### src/rtl/bcvc_defines.vh
/*
 Boot configuration vector capture: register offsets, field positions, reset values.
 Assumes a classic Wishbone slave with 32-bit data and byte addresses.
*/
`ifndef BCVC_DEFINES_VH
`define BCVC_DEFINES_VH

// Register byte offsets
`define BCVC_ADDR_STATUS      8'h00
`define BCVC_ADDR_PORT_CLOCKING_MODE_STRAP     8'h04
`define BCVC_ADDR_SWITCH_CONTROL       8'h08
`define BCVC_ADDR_EFFECTIVE   8'h0C

// Status field positions
`define BCVC_ST_FSEL          0
`define BCVC_ST_PORT_CLOCKING_MODE_STRAP_LO    1
`define BCVC_ST_MERGE_LO      3
`define BCVC_ST_HOLD          9
`define BCVC_ST_SADDR_LO      10
`define BCVC_ST_MODE_LO       12

// Switch control field positions
`define BCVC_CTL_HOLD         0
`define BCVC_CTL_HALTED       1

// Effective view field positions
`define BCVC_EF_PORT_CLOCKING_MODE_STRAP_LO    0
`define BCVC_EF_FREQ_125      2
`define BCVC_EF_SLAVE_ADDR_LO 3

// Widths
`define BCVC_MERGE_W          6
`define BCVC_VEC_W            16

// Reset values
`define BCVC_RST_VEC          16'h0000

// Synchroniser depth
`define BCVC_SYNC_STAGES      2

`endif

### src/rtl/bcvc_sync.v
/*
 Two-flop synchroniser for a bus of asynchronous pins.
 Assumes one clock domain; first stage is read only by the second.
*/
`timescale 1ns/10ps
module bcvc_sync #(
	parameter W = 1
) (
	input  wire         clk,
	input  wire         reset_n,
	input  wire [W-1:0] async_in,
	output wire [W-1:0] sync_out
);
	reg [W-1:0] meta_q;
	reg [W-1:0] sync_q;

	always @(posedge clk or negedge reset_n) begin
		if (!reset_n) begin
			meta_q <= {W{1'b0}};
			sync_q <= {W{1'b0}};
		end else begin
			meta_q <= async_in;
			sync_q <= meta_q;
		end
	end

	assign sync_out = sync_q;
endmodule // bcvc_sync

### src/rtl/bcvc_top.v
/*
 Boot configuration vector capture: samples straps at global reset release,
 keeps a raw status view, allows clock-mode and hold overrides, holds the
 switch in reset while a hold is pending. Wishbone classic register slave.
 Assumes straps and global_reset_n are asynchronous board pins; reset_n is
 the core reset on clk.
*/
// Decided for this implementation: the placing of the registers and the Wishbone register port.
// Functional notes
// Keep captured straps in readable status register
// Only clock mode and hold overridable later
// Reference clock select from strap, no override
// Clock-mode strap seeds mode; register write replaces
// Six merge straps fixed, merge port pairs
// Hold strap keeps device in reset, SMBus live
// Leave hold only when control bit cleared
// Slave address bits 2,1 from straps only
// Operating mode from four-bit strap, no override
// Straps ignored outside fundamental reset
// Capture straps at global reset negation
// Select gives 100 MHz or 125 MHz reference
// Status always shows raw captured values
`timescale 1ns/10ps
`include "bcvc_defines.vh"
module bcvc_top (
	input  wire        clk,
	input  wire        reset_n,
	input  wire        global_reset_n,
	input  wire        refclk_freq_select,
	input  wire [1:0]  port_clocking_mode_strap,
	input  wire        merge_ports_0_1,
	input  wire        merge_ports_2_3,
	input  wire        merge_ports_4_5,
	input  wire        merge_ports_6_7,
	input  wire        merge_ports_8_9,
	input  wire        merge_ports_12_13,
	input  wire        reset_hold_request,
	input  wire [1:0]  slave_smbus_addr_strap,
	input  wire [3:0]  switch_operating_mode,
	input  wire [7:0]  wb_adr_i,
	input  wire [31:0] wb_dat_i,
	input  wire [3:0]  wb_sel_i,
	input  wire        wb_we_i,
	input  wire        wb_cyc_i,
	input  wire        wb_stb_i,
	output reg  [31:0] wb_dat_o,
	output reg         wb_ack_o,
	output reg         switch_in_reset,
	output reg         smbus_active,
	output reg         refclk_is_125mhz,
	output reg  [1:0]  port_clock_mode,
	output reg  [5:0]  merge_enable,
	output reg  [7:0]  slave_smbus_addr,
	output reg  [3:0]  operating_mode,
	output reg         config_valid
);
	localparam VW = `BCVC_VEC_W;
	localparam MW = `BCVC_MERGE_W;

	// Switch sequencer states, one-hot
	localparam [2:0] ST_FUND = 3'h1;
	localparam [2:0] ST_HALT = 3'h2;
	localparam [2:0] ST_RUN  = 3'h4;

	wire [VW-1:0] raw_vec;
	wire [VW-1:0] vec_sync;
	wire          gr_sync;

	// Strap pins gathered in status bit order
	assign raw_vec = {switch_operating_mode, slave_smbus_addr_strap, reset_hold_request,
		merge_ports_12_13, merge_ports_8_9, merge_ports_6_7, merge_ports_4_5,
		merge_ports_2_3, merge_ports_0_1, port_clocking_mode_strap, refclk_freq_select};

	// Straps and global reset take equal two-flop paths
	bcvc_sync #(.W(VW)) u_vec_sync (
		.clk      (clk),
		.reset_n  (reset_n),
		.async_in (raw_vec),
		.sync_out (vec_sync)
	);

	bcvc_sync #(.W(1)) u_rst_sync (
		.clk      (clk),
		.reset_n  (reset_n),
		.async_in (global_reset_n),
		.sync_out (gr_sync)
	);

	reg          gr_prev_q;
	reg [VW-1:0] status_q;
	reg [1:0]    port_clocking_mode_strap_q;
	reg          hold_q;
	reg          captured_q;
	reg [2:0]    state_q;
	reg [2:0]    state_d;
	reg [31:0]   rd_d;
	wire         capture;
	wire         in_fund_reset;
	wire         wb_hit;
	wire         wb_write;
	wire         wr_port_clocking_mode_strap;
	wire         wr_switch_control;
	wire         sw_run;
	wire         sw_fund;

	// Rising edge of the synchronised global reset
	assign capture       = gr_sync & ~gr_prev_q;
	assign in_fund_reset = ~gr_sync;

	// Classic Wishbone, one registered ack per request
	assign wb_hit     = wb_cyc_i & wb_stb_i & ~wb_ack_o;
	assign wb_write   = wb_hit & wb_we_i & wb_sel_i[0];
	assign wr_port_clocking_mode_strap = wb_write & (wb_adr_i == `BCVC_ADDR_PORT_CLOCKING_MODE_STRAP);
	assign wr_switch_control   = wb_write & (wb_adr_i == `BCVC_ADDR_SWITCH_CONTROL);

	always @(posedge clk or negedge reset_n) begin
		if (!reset_n) begin
			gr_prev_q <= 1'b0;
		end else begin
			gr_prev_q <= gr_sync;
		end
	end

	// Raw captured vector, straps ignored between captures
	always @(posedge clk or negedge reset_n) begin
		if (!reset_n) begin
			status_q   <= `BCVC_RST_VEC;
			captured_q <= 1'b0;
		end else begin
			if (capture) begin
				status_q   <= vec_sync;
				captured_q <= 1'b1;
			end else if (in_fund_reset) begin
				captured_q <= 1'b0;
			end
		end
	end

	// Overridable settings, capture beats a write
	always @(posedge clk or negedge reset_n) begin
		if (!reset_n) begin
			port_clocking_mode_strap_q <= 2'h0;
			hold_q    <= 1'b0;
		end else begin
			if (capture) begin
				port_clocking_mode_strap_q <= vec_sync[`BCVC_ST_PORT_CLOCKING_MODE_STRAP_LO +: 2];
				hold_q    <= vec_sync[`BCVC_ST_HOLD];
			end else if (!in_fund_reset) begin
				if (wr_port_clocking_mode_strap)
					port_clocking_mode_strap_q <= wb_dat_i[1:0];
				if (wr_switch_control)
					hold_q <= wb_dat_i[`BCVC_CTL_HOLD];
			end
		end
	end

	// Sequencer: fundamental reset, halted, running
	always @* begin
		state_d = state_q;
		case (state_q)
			ST_FUND: begin
				if (!in_fund_reset && captured_q)
					state_d = hold_q ? ST_HALT : ST_RUN;
			end
			ST_HALT: begin
				if (in_fund_reset || !captured_q)
					state_d = ST_FUND;
				else if (!hold_q)
					state_d = ST_RUN;
			end
			ST_RUN: begin
				if (in_fund_reset || !captured_q)
					state_d = ST_FUND;
				else if (hold_q)
					state_d = ST_HALT;
			end
			default: begin
				state_d = ST_FUND;
			end
		endcase
	end

	always @(posedge clk or negedge reset_n) begin
		if (!reset_n) begin
			state_q <= ST_FUND;
		end else begin
			state_q <= state_d;
		end
	end

	assign sw_run  = (state_d == ST_RUN);
	assign sw_fund = (state_d == ST_FUND);

	// Register read mux
	always @* begin
		rd_d = 32'h00000000;
		case (wb_adr_i)
			`BCVC_ADDR_STATUS: begin
				rd_d[VW-1:0] = status_q;
			end
			`BCVC_ADDR_PORT_CLOCKING_MODE_STRAP: begin
				rd_d[1:0] = port_clocking_mode_strap_q;
			end
			`BCVC_ADDR_SWITCH_CONTROL: begin
				rd_d[`BCVC_CTL_HOLD]   = hold_q;
				rd_d[`BCVC_CTL_HALTED] = switch_in_reset;
			end
			`BCVC_ADDR_EFFECTIVE: begin
				rd_d[`BCVC_EF_PORT_CLOCKING_MODE_STRAP_LO +: 2]    = port_clock_mode;
				rd_d[`BCVC_EF_FREQ_125]           = refclk_is_125mhz;
				rd_d[`BCVC_EF_SLAVE_ADDR_LO +: 2] = slave_smbus_addr[2:1];
			end
			default: begin
				rd_d = 32'h00000000;
			end
		endcase
	end

	// Bus response
	always @(posedge clk or negedge reset_n) begin
		if (!reset_n) begin
			wb_ack_o <= 1'b0;
			wb_dat_o <= 32'h00000000;
		end else begin
			wb_ack_o <= wb_hit;
			if (wb_hit)
				wb_dat_o <= rd_d;
		end
	end

	// Reset and bus status outputs
	always @(posedge clk or negedge reset_n) begin
		if (!reset_n) begin
			switch_in_reset <= 1'b1;
			smbus_active    <= 1'b0;
			config_valid    <= 1'b0;
		end else begin
			switch_in_reset <= ~sw_run;
			smbus_active    <= ~sw_fund;
			config_valid    <= captured_q;
		end
	end

	// Fixed settings follow the captured vector; port_clock_mode follows the overridable clock-mode register
	always @(posedge clk or negedge reset_n) begin
		if (!reset_n) begin
			refclk_is_125mhz <= 1'b0;
			port_clock_mode  <= 2'h0;
			merge_enable     <= 6'h00;
			slave_smbus_addr <= 8'h00;
			operating_mode   <= 4'h0;
		end else begin
			refclk_is_125mhz <= status_q[`BCVC_ST_FSEL];
			port_clock_mode  <= port_clocking_mode_strap_q;
			merge_enable     <= status_q[`BCVC_ST_MERGE_LO +: MW];
			slave_smbus_addr <= {5'h00, status_q[`BCVC_ST_SADDR_LO +: 2], 1'b0};
			operating_mode   <= status_q[`BCVC_ST_MODE_LO +: 4];
		end
	end
endmodule // bcvc_top

### config.mk
export PLATFORM = sky130hd
export DESIGN_NAME = bcvc_top
export DESIGN_NICKNAME = d
export VERILOG_FILES = /design/src/rtl/bcvc_sync.v /design/src/rtl/bcvc_top.v
export VERILOG_INCLUDE_DIRS = /design/src /design/src/rtl
export SDC_FILE = /design/constraint.sdc
export NUM_CORES = 1
export LEC_CHECK = 0
export ABC_AREA = 1
export BUFFER_PORTS_ARGS = -buffer_cell sky130_fd_sc_hd__buf_2
export CORE_ASPECT_RATIO = 1.25
export CORE_MARGIN = 2
export CORE_UTILIZATION = 34
export CTS_BUF_LIST = sky130_fd_sc_hd__clkbuf_8 sky130_fd_sc_hd__clkbuf_16
export CTS_CLUSTER_DIAMETER = 60
export CTS_CLUSTER_SIZE = 16
export DETAILED_ROUTE_END_ITERATION = 16
export SETUP_SLACK_MARGIN = 0.3
export SLEW_MARGIN = 0
export SYNTH_ARGS = -nofsm -noshare
export SYNTH_HDL_FRONTEND = slang
export SYNTH_SLANG_ARGS = --single-unit
### constraint.sdc
create_clock -name clk -period 1.7 [get_ports clk]
set_clock_uncertainty 0.15 [all_clocks]
set_input_delay 0.17 -clock clk [delete_from_list [all_inputs] [get_ports clk]]
set_output_delay 0.17 -clock clk [all_outputs]
set_load 0.005 [all_outputs]
== Word-level counts from Yosys, hierarchy flattened ==
Cells that the tools add are included.

* Register bits after elaboration: 93
* Input port bits: 66
* Output and inout port bits: 57

* Equal/unequal tests: 9
* Multiplexer cells: 18
* Bitwise gates (word level): 12
* Reductions and logical operators: 9

{| class="wikitable"
|+ Operators by type and width
! operator !! count
|-
| two-way mux 3 bit || 6
|-
| == test 8 x 4 -> 1 bit (second input constant) || 2
|-
| two-way mux 11 bit || 1
|-
| case mux 3 bit (3 select lines) || 1
|-
| == test 8 x 3 -> 1 bit (second input constant) || 1
|-
| logical NOT 8 bit || 1
|-
| case mux 2 bit (4 select lines) || 1
|-
| bitwise AND 1 bit || 7
|-
| == test 3 x 1 -> 1 bit (second input constant) || 2
|-
| == test 3 bit (second input constant) || 2
|-
| two-way mux 2 bit || 3
|-
| case mux 3 bit (2 select lines) || 1
|-
| nonzero test 2 bit || 3
|-
| two-way mux 1 bit || 5
|-
| inverter 1 bit || 5
|-
| AND reduction 2 bit || 2
|-
| == test 3 x 2 -> 1 bit (second input constant) || 1
|-
| inequality test 2 bit (second input constant) || 1
|-
| logical AND 1 bit || 1
|-
| logical NOT 1 bit || 1
|-
| logical OR 1 bit || 1
|}

== Depth between registers and ports, before layout ==
Gate-level depths: netlist of run 1.

* Depth in word-level cells: 8
* Mapped depth: 8
* Depth with buffers taken out: 8

== Modules after synthesis ==
A second synthesis of run 1 with hierarchy kept.

* Cell total of the unflattened synthesis: 280
* Area total of the unflattened synthesis: 3296.9 um^2

{| class="wikitable"
|+ By module, submodules not included
! module !! instances !! cells each !! area each (um^2) !! seq. area each (um^2)
|-
| bcvc_top || 1 || 246 || 2446.1 || 1478.9
|-
| bcvc_sync at u_vec_sync || 1 || 32 || 800.8 || 800.8
|-
| bcvc_sync at u_rst_sync || 1 || 2 || 50.0 || 50.0
|}

== Worst setup path before layout of run 1 ==
OpenSTA, ideal clock, no wires.

* Path type: register to register
* Start point: register wb_ack_o
* End point: register port_clocking_mode_strap_q[0]
* Setup time: 0.124 ns
* Arrival: 0.947 ns
* Required time: 1.426 ns
* Path slack: 0.479 ns
* Cell stages (with the launch flop): 7
* Buffers on the path: 0
* Cells stage by stage: dfrtp_1 -> nor2_4 -> inv_2 -> nor2_2 -> nand3_2 -> nand3_1 -> nand3_1

* Cells in the longest elaborated chain, start to end: 7

{| class="wikitable"
|+ Ends and longest elaborated chain
! item !! line !! source
|-
| start, declared || bcvc_top.v:47 || <nowiki>output reg wb_ack_o,</nowiki>
|-
| start signal, assigned || bcvc_top.v:225 || <nowiki>wb_ack_o <= wb_hit;</nowiki>
|-
| inverter 1 bit || bcvc_top.v:111 || <nowiki>assign wb_hit = wb_cyc_i & wb_stb_i & ~wb_ack_o;</nowiki>
|-
| bitwise AND 1 bit || bcvc_top.v:111 ||
|-
| bitwise AND 1 bit (2 in series) || bcvc_top.v:112 || <nowiki>assign wb_write = wb_hit & wb_we_i & wb_sel_i[0];</nowiki>
|-
| bitwise AND 1 bit || bcvc_top.v:113 || <nowiki>assign wr_port_clocking_mode_strap = wb_write & (wb_adr_i == `BCVC_ADDR_PORT_CLOCKING_MODE_STRAP);</nowiki>
|-
| nonzero test 2 bit (no line) || -- ||
|-
| AND reduction 2 bit (no line) || -- ||
|-
| end signal, assigned || bcvc_top.v:146 || <nowiki>port_clocking_mode_strap_q <= vec_sync[`BCVC_ST_PORT_CLOCKING_MODE_STRAP_LO +: 2];</nowiki>
|-
| end signal, assigned || bcvc_top.v:150 || <nowiki>port_clocking_mode_strap_q <= wb_dat_i[1:0];</nowiki>
|-
| end, declared || bcvc_top.v:91 || <nowiki>reg [1:0] port_clocking_mode_strap_q;</nowiki>
|}

Every way passes these cells.
A chain may end at the register's enable or synchronous reset.

== Worst setup path in the final report of run 1 ==
* Start point: register wb_ack_o
* End point: register wb_dat_o[6]

* Cells in the longest elaborated chain, start to end: 2

{| class="wikitable"
|+ Ends and longest elaborated chain
! item !! line !! source
|-
| inverter 1 bit || bcvc_top.v:111 ||
|-
| bitwise AND 1 bit || bcvc_top.v:111 ||
|-
| end signal, assigned || bcvc_top.v:227 || <nowiki>wb_dat_o <= rd_d;</nowiki>
|-
| end, declared || bcvc_top.v:46 || <nowiki>output reg [31:0] wb_dat_o,</nowiki>
|}

Every way passes these cells.

==> metrics list, run 1 <==
* Outcome: finished, violations left
- Violated checks: negative hold slack
- Distinct cell type count of the synthesized netlist: 26
- Counting flops with a built-in enable in the synthesized netlist gives 0.
- Crit Path Category: flop to flop
- For this run, global-route usage on met3 was measured as 0.04016.
- First DRT Iteration DRCs: 115
* Number of buffers inserted during clock tree synthesis: 9
- Setup TNS: 0 ps
* Final critical path time including I/O delays and setup: 1360 ps
- Seq cells post-synth: 93
- For this design, the sink count on the clock tree is 93.
- The worst setup path is captured at a flop.
- The detail route stage leaves a number of antenna-violating nets equal to 0.
- For this run, the register share of the synthesized area comes to 0.6997.
- Of the total power, combinational logic draws 0.080.
- Sorting the synthesized cells by how often they occur yields sky130_fd_sc_hd__dfrtp_1, sky130_fd_sc_hd__nand2_1, sky130_fd_sc_hd__buf_4, sky130_fd_sc_hd__nand3_1, sky130_fd_sc_hd__inv_1.
- Of the total power, the share spent switching nets is 0.2291.
- For this run, the leading register cell type out of synthesis is sky130_fd_sc_hd__dfrtp_1.
- Global-route met1 utilization: 0.1554
- The number of hold-slack violations in the final timing report came to 1.
- The floorplan step defined a core boundary enclosing 9559 sq um.
- Final worst-path cycle share: 0.7999
- HPWL Detailed: 4156 um
- Most congested layer reported by global routing: met2
- Top-count cell post-synth: sky130_fd_sc_hd__dfrtp_1
- Final wirelength: 6021 um
- Measured along the y axis, the die boundary spans 114.6 um.
* Average size of a mapped cell: 11.72 sq um
- Maximum vdd ir drop: 0.4866 mV
- Setup violations remaining at the end of the flow were counted as 0.
* Data required time of the critical path: 1800 ps
- Of the total power, registers draw 0.507.
- Total vias in the final route: 2,176
* Routed len/inst: 11.71 um
- Total overflow reported by the global router: 0
* Largest net degree at the start of global routing: 32
- On the final layout, the worst hold slack is -20.89 ps.
* Residual DRC: 0
* Peak Freq: 735.4 MHz
- On the worst path, the slowest cell contributes a delay of 400 ps.
* Share of async-settable or async-resettable flops after synthesis: 1.000
* Number of levels in the clock H-tree: 3
* Part of the power in the clock network: 0.413
- The first detailed-routing pass ran for 4 iterations.
- For this run, the post-layout net count is 449.
- Yosys warns: 0
- Synthesis handed over a netlist of 284 instances.
- Critical path cell sequence: nor2_4, buf_6, nand4_4, o21ai_1
- Initial antenna violation count: 0
- Largest fanout on the critical path: 5
- Antenna cells: 0
- STA classifies the critical path startpoint as a flop.
- Dividing the detail-routed via count by the number of cells gives 4.233.
- The number of pins with negative max-slew slack in the final report came to 0.
* Number of ports placed on the die boundary: 123
* Buffer type at the clock tree root: sky130_fd_sc_hd__clkbuf_16
* Post-synth top area share: 0.6840
- Sorting the synthesized cells by area gives the leading types as sky130_fd_sc_hd__dfrtp_1, sky130_fd_sc_hd__nand2_1, sky130_fd_sc_hd__buf_4.
- Die area: 10,600 sq um
- Leakage power of the design: 2.201 nW
- In the global route stage, overall resource usage came out at 0.1260.
- Global placement routability congestion: 0.7864
- Clock slew at reported path FFs: 60 ps
- STA puts the critical path data arrival time at 1460 ps.
* Insertion delay of the later-clocked pin in the worst-skew pair: 330 ps
- Highest-delay cell along the critical path: sky130_fd_sc_hd__dfrtp_1
- Post-synthesis to final-layout area growth: 29.61%
* CTS max path bufs: 2
- In this run the power spent charging and discharging nets is 1.112 mW.
- Met2 layer usage reported by global route: 0.2029
- Worst hold path class: input pin to flop
- TritonCTS clock tree: done
- RSZ-0062 raised after global routing: true
- Share of layout cells above drive strength 1: 0.3222
* Internal power of the cells: 3.741 mW
- For this configuration, the core starts out at a cell density of 0.3483.
- Hold repair after CTS inserted 19 buffers.
- First-pass GRT wire length: 10,210 um
- Areal power density over the cells: 1124 nW/um^2
- DIE WIDTH: 92.51 um
* Number of placement rows: 40
- Post-synth top area cell: sky130_fd_sc_hd__dfrtp_1
- Max-cap violations in this run came to 0.
* Netlist area before placement: 3329 sq um
- The count of buffers added on input and output ports is 67.
* Power after layout: 4.852 mW
* Vias in the first global route: 2,186
[registers in the layout (all words and copies together) (netlist names)]
register and count:
smbus_active 1, gr_prev_q 1, switch_in_reset 1, wb_dat_o 16
refclk_is_125mhz 1, captured_q 1, u_rst_sync.meta_q 1, config_valid 1
merge_enable 6, u_vec_sync.meta_q 16, state_q 3, operating_mode 4
status_q 16, hold_q 1, wb_ack_o 1, port_clocking_mode_strap_q 2
u_vec_sync.sync_out 16, slave_smbus_addr 2, u_rst_sync.sync_out 1, port_clock_mode 2
[layer usage]
metal  routed length, um  vias up
met5                   0        -
met4                 119        0
met3                 423       14
met2                2878       74
met1                2600     1040
li1                    -     1048
[final timing paths]
| check | start | to | slack (ps) | cells past startpoint |
|---|---|---|---|---|
| min in group asynchronous | reset_n | u_vec_sync.sync_out[0] | 180 | 2 |
| min | wb_stb_i | wb_ack_o | -20 | 3 |
| max reg2reg | wb_ack_o | wb_dat_o[6] | 340 | 4 |
| min reg2reg | u_vec_sync.meta_q[4] | u_vec_sync.sync_out[4] | 190 | 0 |
| max in group asynchronous | reset_n | switch_in_reset | 640 | 3 |
| max | wb_ack_o | wb_dat_o[6] | 340 | 4 |
[cell usage in the layout, fill, tap and decap left out]
cell and n:
sky130_fd_sc_hd__o21ai_1 10, sky130_fd_sc_hd__a21oi_1 4, sky130_fd_sc_hd__o21ai_2 2, sky130_fd_sc_hd__dlygate4sd3_1 19, sky130_fd_sc_hd__clkinvlp_4 1, sky130_fd_sc_hd__inv_2 7
sky130_fd_sc_hd__dfrtp_1 91, sky130_fd_sc_hd__buf_4 6, sky130_fd_sc_hd__buf_12 2, sky130_fd_sc_hd__nor3_2 1, sky130_fd_sc_hd__nand4_4 2, sky130_fd_sc_hd__nand3_2 1
sky130_fd_sc_hd__dfstp_2 2, sky130_fd_sc_hd__o21ai_0 9, sky130_fd_sc_hd__nand2_2 3, sky130_fd_sc_hd__a31oi_1 1, sky130_fd_sc_hd__nand2_4 2, sky130_fd_sc_hd__clkinv_2 1
sky130_fd_sc_hd__inv_4 2, sky130_fd_sc_hd__clkbuf_8 1, sky130_fd_sc_hd__nor3_1 1, sky130_fd_sc_hd__conb_1 22, sky130_fd_sc_hd__nor2_4 7, sky130_fd_sc_hd__nand3_1 19
sky130_fd_sc_hd__buf_2 66, sky130_fd_sc_hd__nand4_1 1, sky130_fd_sc_hd__inv_6 2, sky130_fd_sc_hd__clkinv_4 1, sky130_fd_sc_hd__clkbuf_16 9, sky130_fd_sc_hd__nand2_1 65
sky130_fd_sc_hd__bufinv_16 1, sky130_fd_sc_hd__inv_1 14, sky130_fd_sc_hd__buf_6 1, sky130_fd_sc_hd__nor2_1 7, sky130_fd_sc_hd__nor2_2 5
[final cells by class]
type                            instances  area [sq um]
Inverter                               23         91.34
Tap cell                              126         157.7
Multi-Input combinational cell        162         812.0
Fill cell                             909          5244
Clock buffer                           10         239.0
Clock inverter                          6         68.82
Timing Repair Buffer                   94         616.8
Sequential cell                        93          2330
[worst max-delay path, delay by kind of cell (launching register included)]
family / cells / cell delay [ps]
compound gates: 1 / 190
buf+inv: 1 / 160
flops: 1 / 400
simple gates: 2 / 370
[power groups by stage]
stage,Clock [mW],Combinational [mW],Sequential [mW]
after floorplan,0,0.186,2.50
after global placement,0,0.341,2.50
after detailed placement,0,0.350,2.50
after CTS,2.07,0.392,2.46
after global routing,2.19,0.442,2.48
final,2.00,0.387,2.46
[per-stage QoR]
step | instance area [sq um] | utilization | std cells | hold slack (ps) | worst slack, ps
floorplan | 3408 | - | 305 | -275.6 | 478.8
global placement | 3770 | 0.3944 | 477 | -9.010 | 259.0
detailed placement | 3770 | 0.3944 | 477 | -3.343 | 246.4
CTS | 4294 | 0.4492 | 513 | -20.51 | 302.0
global route | 4315 | 0.4514 | 514 | -40.65 | 273.0
finish | 4315 | 0.4514 | 514 | -20.89 | 340.1
[timing repair]
action | 4_1_cts | 5_1_grt
buffers inserted | 0 | 1
gates cloned | 1 | 0
pin swaps | 1 | 1
resized for setup | 2 | 4
endpoints found under the setup margin | 12 | 9
hold endpoints to repair | 82 | 1
[logic make-up after synthesis]
kind of cell           after synthesis  synth area share
AO/OA/AOI/OAI                       26           0.03946
buffers and inverters               51           0.09019
flip-flops                          93            0.6997
other                                1          0.001126
AND/OR/NAND/NOR                    113            0.1695
Power figures use the tool's default switching activity.
==> inputs of run 2 (changes only) <==
==> constraint.sdc (replaced) <==
create_clock -name clk -period 1.4 [get_ports clk]
set_clock_uncertainty 0.15 [all_clocks]
set_input_delay 0.14 -clock clk [delete_from_list [all_inputs] [get_ports clk]]
set_output_delay 0.14 -clock clk [all_outputs]
set_load 0.005 [all_outputs]
==> run 2 against run 1 <==
Effect of this change: core utilization rose by 3.4 points; non-clock buffer count up 25; worst hold slack gained 56 ps; the run now ends clean; clock power is 29% higher; first-iteration DRC count is 46% lower; critical path depth is the same; routed wire length up 9.0%; sequential share of layout area decreased by 3.7 points.
==> metrics list, run 2 (synthesis gave the netlist of run 1 again) <==
* Vias in the first global route: 2,193 (+0.32%)
- The clock period minus worst slack was 1321 ps (-38.78 ps).
- The layout cell share with drive strength beyond 1 was 0.4237 (+0.1016).
* Port Buffers: 67 (unchanged)
* Number of iterations in the first detailed-routing pass: 4 (unchanged)
- Final-layout fill cell count: 892 (-1.9%)
* Commonest cells after routing, fill and taps aside: sky130_fd_sc_hd__dfrtp_1, sky130_fd_sc_hd__buf_2, sky130_fd_sc_hd__nand2_1
- The area of the core is 9559 sq um (unchanged).
- TritonCTS clock tree: done
* Data required time of the critical path: 1500 ps (-300 ps)
- Routed len/inst: 12.18 um (+4.0%)
- Initial antenna violation count: 0 (unchanged)
* Total overflow reported by the global router: 0 (unchanged)
- Initial Utilization: 0.3483 (unchanged)
- The residual antenna-violating net count after detailed routing is 0 (unchanged).
- HPWL Detailed: 4294 um (+3.3%)
- CP peak stage delay: 400 ps (about the same)
- The final hold slack is 35.34 ps (+56.24 ps).
- STA classifies the critical path startpoint as a flop.
* Type of element capturing the critical path: flop
* Areal power density over the cells: 1326 nW/um^2 (+18%)
- The DRC violations left is 0 (unchanged).
- RSZ-0062 raised after global routing: true
* Outcome: complete, no violations
- Highest-delay cell along the critical path: sky130_fd_sc_hd__dfrtp_1
- Number of levels in the clock H-tree: 3 (unchanged)
- Data arrival time of the worst path: 1430 ps (-30 ps)
- The setup TNS is 0 ps (unchanged).
- The maximum clock path buffer count is 2 (unchanged).
- Clock sinks: 93 (unchanged)
- The global-route wire length before repair came to 10,400 um (+1.9%).
- The floorplan row count came to 40 (unchanged).
- Worst hold path class: input pin to flop
- The kind of cell with the highest combined delay along the critical path is flip-flops.
- The global-route usage over all layers was 0.1317 (+0.005639).
* Critical path cell sequence: nor2_4, buf_4, nand4_4, o21ai_1
- Relative to the synthesized area, the layout overhead comes to 39.23%.
* Final wirelength: 6565 um (+9.0%)
- Final Hold Fails: 0 (-1)
- Leading cell type in the layout, fill and taps excluded: sky130_fd_sc_hd__dfrtp_1
- Global placement routability congestion: 0.7710 (-2.0%)
* Final layout net count: 474 (+5.6%)
- Clock slew at reported path FFs: 70 ps (about the same)
- Total setup violations reported at the end of the flow: 0 (unchanged)
- The total leakage power is 2.371 nW (+7.8%).
* WP buf/inv: 1 (unchanged)
- Maximum vdd ir drop: 0.6924 mV (+42%)
* Die Y: 114.6 um (unchanged)
* Die area: 10,600 sq um (unchanged)
- The first-iteration detailed-routing DRC count is 62 (-46%).
* Insertion delay of the later-clocked pin in the worst-skew pair: 340 ps (about the same)
- Max-capacitance violation count: 0 (unchanged)
* DIE WIDTH: 92.51 um (unchanged)
- Final worst-path cycle share: 0.9436 (+0.1437)
- Number of ports placed on the die boundary: 123 (unchanged)
- The critical path is of the flop to flop type.
* Buffer type at the clock tree root: sky130_fd_sc_hd__clkbuf_16
- Largest net degree at the start of global routing: 33 (+3.1%)
- Fin. max-slew vios: 0 (unchanged)
- Antenna cells: 0 (unchanged)
- Peak Freq: 756.9 MHz (+2.9%)
* Util after Layout: 0.4849 (+0.03351)
* Power after layout: 6.147 mW (+27%)
* Largest fanout on the critical path: 5 (unchanged)
- The number of clock buffers inserted by TritonCTS was 9 (unchanged).
- The number of vias per cell is 4.208 (-0.61%).
- Total vias in the final route: 2,268 (+4.2%)
[run 2: cell types whose count changed in the layout (fill, tap and decap cells not counted), sizes merged]
cell / change
buf: +25
bufinv: +1
clkinv: -1
clkinvlp: +1
inv: -1
[run 2: repair_timing]
item                                    in CTS  in global routing
resized for setup                           21                 19
setup buffers                               17                  6
hold buffers                                19                  0
gates cloned                                 1                  0
pin swaps                                   10                  2
endpoints found under the hold margin      109                  0
endpoints found under the setup margin      76                 76
[run 2: final timing paths]
check / startpoint / end / slack [ps] / cells after the start
worst max-delay path: wb_ack_o / wb_dat_o[7] / 80 / 4
worst min-delay path: wb_dat_i[0] / hold_q / 40 / 5
worst max register to register: wb_ack_o / wb_dat_o[7] / 80 / 4
worst min register to register: u_vec_sync.meta_q[5] / u_vec_sync.sync_out[5] / 200 / 0
max in group asynchronous: reset_n / state_q[0] / 410 / 3
min in group asynchronous: reset_n / u_vec_sync.sync_out[5] / 100 / 2
[run 2: worst register-to-register path: cells and delay by family, from the launching register on]
kind,cells,cell delay (ps)
flip-flops,1,400
AND/OR/NAND/NOR,2,340
AO/OA/AOI/OAI,1,190
buffers and inverters,1,150
[run 2: cell type report]
| type | count | area [sq um] | share of cell area |
|---|---|---|---|
| Inverter | 23 | 93.84 | 0.02024 |
| Clock inverter | 6 | 87.58 | 0.01889 |
| Multi-Input combinational cell | 162 | 898.4 | 0.1938 |
| Sequential cell | 93 | 2330 | 0.5026 |
| Tap cell | 126 | 157.7 | 0.03401 |
| Clock buffer | 10 | 239.0 | 0.05155 |
| Timing Repair Buffer | 119 | 829.5 | 0.1789 |
[run 2: metal layers]
layer / up-vias / wire, um / track usage
met5: - / 0 / 0
met4: 0 / 146 / 0.06269
met3: 10 / 344 / 0.04542
met2: 57 / 3413 / 0.2156
met1: 1097 / 2660 / 0.1554
li1: 1104 / - / -
[run 2: report_power, final]
part	internal, mW	switching, mW	total [mW]	leakage [nW]
combinational	0.262	0.297	0.559	1.07
clock	1.61	0.983	2.59	0.156
sequential	2.90	0.101	3.00	1.14
[run 2: per-stage QoR]
| stage | cell area [sq um] | std cells | setup slack (ps) |
|---|---|---|---|
| after floorplan | 3436 | 305 | 185.0 |
| after global placement | 3802 | 480 | 22.64 |
| after detailed placement | 3802 | 480 | 26.31 |
| after CTS | 4519 | 533 | 92.59 |
| after global routing | 4636 | 539 | 14.98 |
| final | 4636 | 539 | 78.90 |
==> inputs of run 3 (changes only) <==
--- a/config.mk
+++ b/config.mk
@@ -7,7 +7,8 @@
 export NUM_CORES = 1
 export LEC_CHECK = 0
 export ABC_AREA = 1
-export BUFFER_PORTS_ARGS = -buffer_cell sky130_fd_sc_hd__buf_2
+export CELL_PAD_IN_SITES_DETAIL_PLACEMENT = 1
+export CELL_PAD_IN_SITES_GLOBAL_PLACEMENT = 2
 export CORE_ASPECT_RATIO = 1.25
 export CORE_MARGIN = 2
 export CORE_UTILIZATION = 34
@@ -15,6 +16,8 @@
 export CTS_CLUSTER_DIAMETER = 60
 export CTS_CLUSTER_SIZE = 16
 export DETAILED_ROUTE_END_ITERATION = 16
+export DONT_BUFFER_PORTS = 1
+export PLACE_DENSITY_LB_ADDON = 0.1
 export SETUP_SLACK_MARGIN = 0.3
 export SLEW_MARGIN = 0
 export SYNTH_ARGS = -nofsm -noshare
==> run 3 against run 2 <==
Effect of this change: the flow now finishes with violations (negative hold slack); die area unchanged; power decreased by 2.4%; combinational power decreased by 28%; highest routed layer unchanged.
==> metrics list, run 3 (synthesis gave the netlist of run 1 again) <==
* Outcome: finished, violations left
- The checks that failed: negative hold slack.
- The worst register-to-register path begins at wb_ack_o.
* Area of combinational cells with multiple inputs: 969.7 sq um (+7.9%)
* Largest fanout on the critical path: 4 (-1)
- The cell area after layout came to 4315 sq um (-6.9%).
* Total cell area at the placement stage: 3422 sq um (-10%)
- Fin. max-slew vios: 0 (unchanged)
- The final weighted congestion in routability-driven placement was 0.7007 (-9.1%).
- The total leakage power came to 2.084 nW (-12%).
- Final critical path time including I/O delays and setup: 1350 ps (+28.85 ps)
- The number of iterations in the first detailed-routing pass is 3 (-1).
- Number of ports placed on the die boundary: 123 (unchanged)
* Hold buffers post-CTS: 20 (+1)
* Total overflow reported by the global router: 0 (unchanged)
* Final wirelength: 6774 um (+3.2%)
- The DRC violations left came to 0 (unchanged).
* Insertion delay of the later-clocked pin in the worst-skew pair: 330 ps (about the same)
- Post-synthesis to final-layout area growth: 29.61%
- The net total in the final layout was 394 (-17%).
- The via count of the first global-routing pass was 2,089 (-4.7%).
- The library cells used most frequently in the layout, excluding fill and tap cells, are sky130_fd_sc_hd__dfrtp_1, sky130_fd_sc_hd__nand2_1, sky130_fd_sc_hd__conb_1.
- The worst hold path belongs to the class input pin to asynchronous set/reset pin.
* Util after Layout: 0.4514 (-0.03351)
- The number of vias per cell came to 4.380 (+4.1%).
- The initial core utilization was 0.3483 (unchanged).
* Die Y: 114.6 um (unchanged)
- The final hold slack is -651.0 ps (-686.3 ps).
* Data required time of the critical path: 1460 ps (-40 ps)
- Number of levels in the clock H-tree: 3 (unchanged)
- CTS placed an instance of sky130_fd_sc_hd__clkbuf_16 at the clock tree root.
* Peak Freq: 740.8 MHz (-2.1%)
- Total vias in the final route: 2,006 (-12%)
- The average routed wire per standard cell was 14.79 um (+21%).
- Final Hold Fails: 108 (+108)
* Element type at the critical path start: flop
- First DRT Iteration DRCs: 61 (-1.6%)
- The area of the core came to 9559 sq um (unchanged).
- FF+latch area: 2330 sq um (unchanged)
- The max-capacitance violation count was 0 (unchanged).
- R2R cell count: 6 (+2)
* Die area: 10,600 sq um (unchanged)
- The number of antenna violations at the first check in global routing came to 0 (unchanged).
- In this run the critical register-to-register path is captured at port_clocking_mode_strap_q[0].
- The critical path in this run is classified as flop to flop.
- Leading cell type in the layout, fill and taps excluded: sky130_fd_sc_hd__dfrtp_1
- Number of placement rows: 40 (unchanged)
* TritonCTS clock tree: done
- Clock slew at reported path FFs: 70 ps (about the same)
- The residual antenna-violating net count after detailed routing came to 0 (unchanged).
- Clock sinks: 93 (unchanged)
- Setup repair after global routing could not meet its margin everywhere.
* Data arrival time of the worst path: 1410 ps (-20 ps)
- GRT Overall Usage: 0.1370 (+0.005350)
- The number of port buffers is 0 (-100%).
- The global-route wire length before repair is 10,870 um (+4.5%).
- Setup TNS: 0 ps (unchanged)
- HPWL Detailed: 4104 um (-4.4%)
- Antenna cells: 0 (unchanged)
- Maximum vdd ir drop: 0.6604 mV (-4.6%)
- The post-route fraction of the period consumed by the critical path came to 0.9642 (+0.02061).
- Number of buffers inserted during clock tree synthesis: 9 (unchanged)
* Total setup violations reported at the end of the flow: 0 (unchanged)
- Number of cells in the finished layout apart from fillers: 458 (-15%)
- Type of element capturing the critical path: flop
* Final-layout fill cell count: 1,033 (+16%)
- The maximum clock path buffer count came to 2 (unchanged).
- The layout cell share with drive strength beyond 1 was 0.3133 (-0.1105).
* Largest net degree at the start of global routing: 94 (+180%)
- DIE WIDTH: 92.51 um (unchanged)
* Areal power density over the cells: 1390 nW/um^2 (+4.8%)
- Total instance count after detailed placement: 409 (-15%)
* Reg2Reg Setup Slack: 50 ps (-30 ps)
## run 3: cell count changes in the layout (fill, tap and decap cells not counted), moves of 2 or more
cell and change:
sky130_fd_sc_hd__buf_4 -20, sky130_fd_sc_hd__buf_2 -65, sky130_fd_sc_hd__o21ai_2 +2, sky130_fd_sc_hd__nand2_1 -9
sky130_fd_sc_hd__nand2_4 +9, sky130_fd_sc_hd__nand3_2 -2, sky130_fd_sc_hd__o21ai_1 +5, sky130_fd_sc_hd__o21ai_0 -7
sky130_fd_sc_hd__nand3_1 +2
## run 3: repair_timing
item,CTS,global route
gates resized for setup,25,49
pin swaps,1,15
gates cloned,3,1
hold endpoints to repair,127,107
endpoints found under the setup margin,42,43
setup buffers,7,3
## run 3: area by class of cell
cell class	count	area share
inverter	23	0.02233
timing repair buffer	39	0.1038
tap	126	0.03653
multi-input combinational	162	0.2247
clock buffer	9	0.05219
clock inverter	6	0.02059
sequential	93	0.5399
## run 3: layer usage
| layer | global-route usage | routed length [um] | share of wire | vias up |
|---|---|---|---|---|
| met1 | 0.1746 | 2892 | 0.43 | 1003 |
| met2 | 0.2136 | 3369 | 0.50 | 60 |
| met3 | 0.04542 | 414 | 0.061 | 7 |
| met4 | 0.05970 | 97 | 0.014 | 0 |
| met5 | 0 | 0 | 0 | - |
| li1 | - | - | - | 936 |
## run 3: stage by stage
step / setup WS, ps / total power, mW
after floorplan: 185.0 / 3.266
after global placement: 103.1 / 3.297
after detailed placement: 84.12 / 3.306
after CTS: 93.10 / 6.016
after global routing: -49.22 / 6.256
final: 50.05 / 5.998
## run 3: worst max path at each step
| stage | startpoint | endpoint | slack (ps) |
|---|---|---|---|
| final | wb_ack_o | port_clocking_mode_strap_q[0] | 50 |
| after global routing | wb_ack_o | port_clocking_mode_strap_q[0] | -50 |
| after CTS | wb_ack_o | wb_dat_o[11] | 90 |
| after detailed placement | wb_ack_o | wb_dat_o[9] | 80 |
| after global placement | wb_ack_o | wb_dat_o[11] | 100 |
| after floorplan | state_q[0] | switch_in_reset | 190 |
## run 3: power by group
group	switching, mW	leakage, nW	internal, mW
Sequential	0.132	1.14	2.90
Combinational	0.207	0.792	0.194
Clock	1.01	0.147	1.55
Total	1.35	2.08	4.64
## run 3: worst max-delay path: stages, from the launching register on
cell	delay, ps
sky130_fd_sc_hd__dfrtp_1	410
sky130_fd_sc_hd__nor2_4	160
sky130_fd_sc_hd__inv_4	90
sky130_fd_sc_hd__nor2_4	120
sky130_fd_sc_hd__nand3_2	100
sky130_fd_sc_hd__nand3_1	100
sky130_fd_sc_hd__nand3_1	80
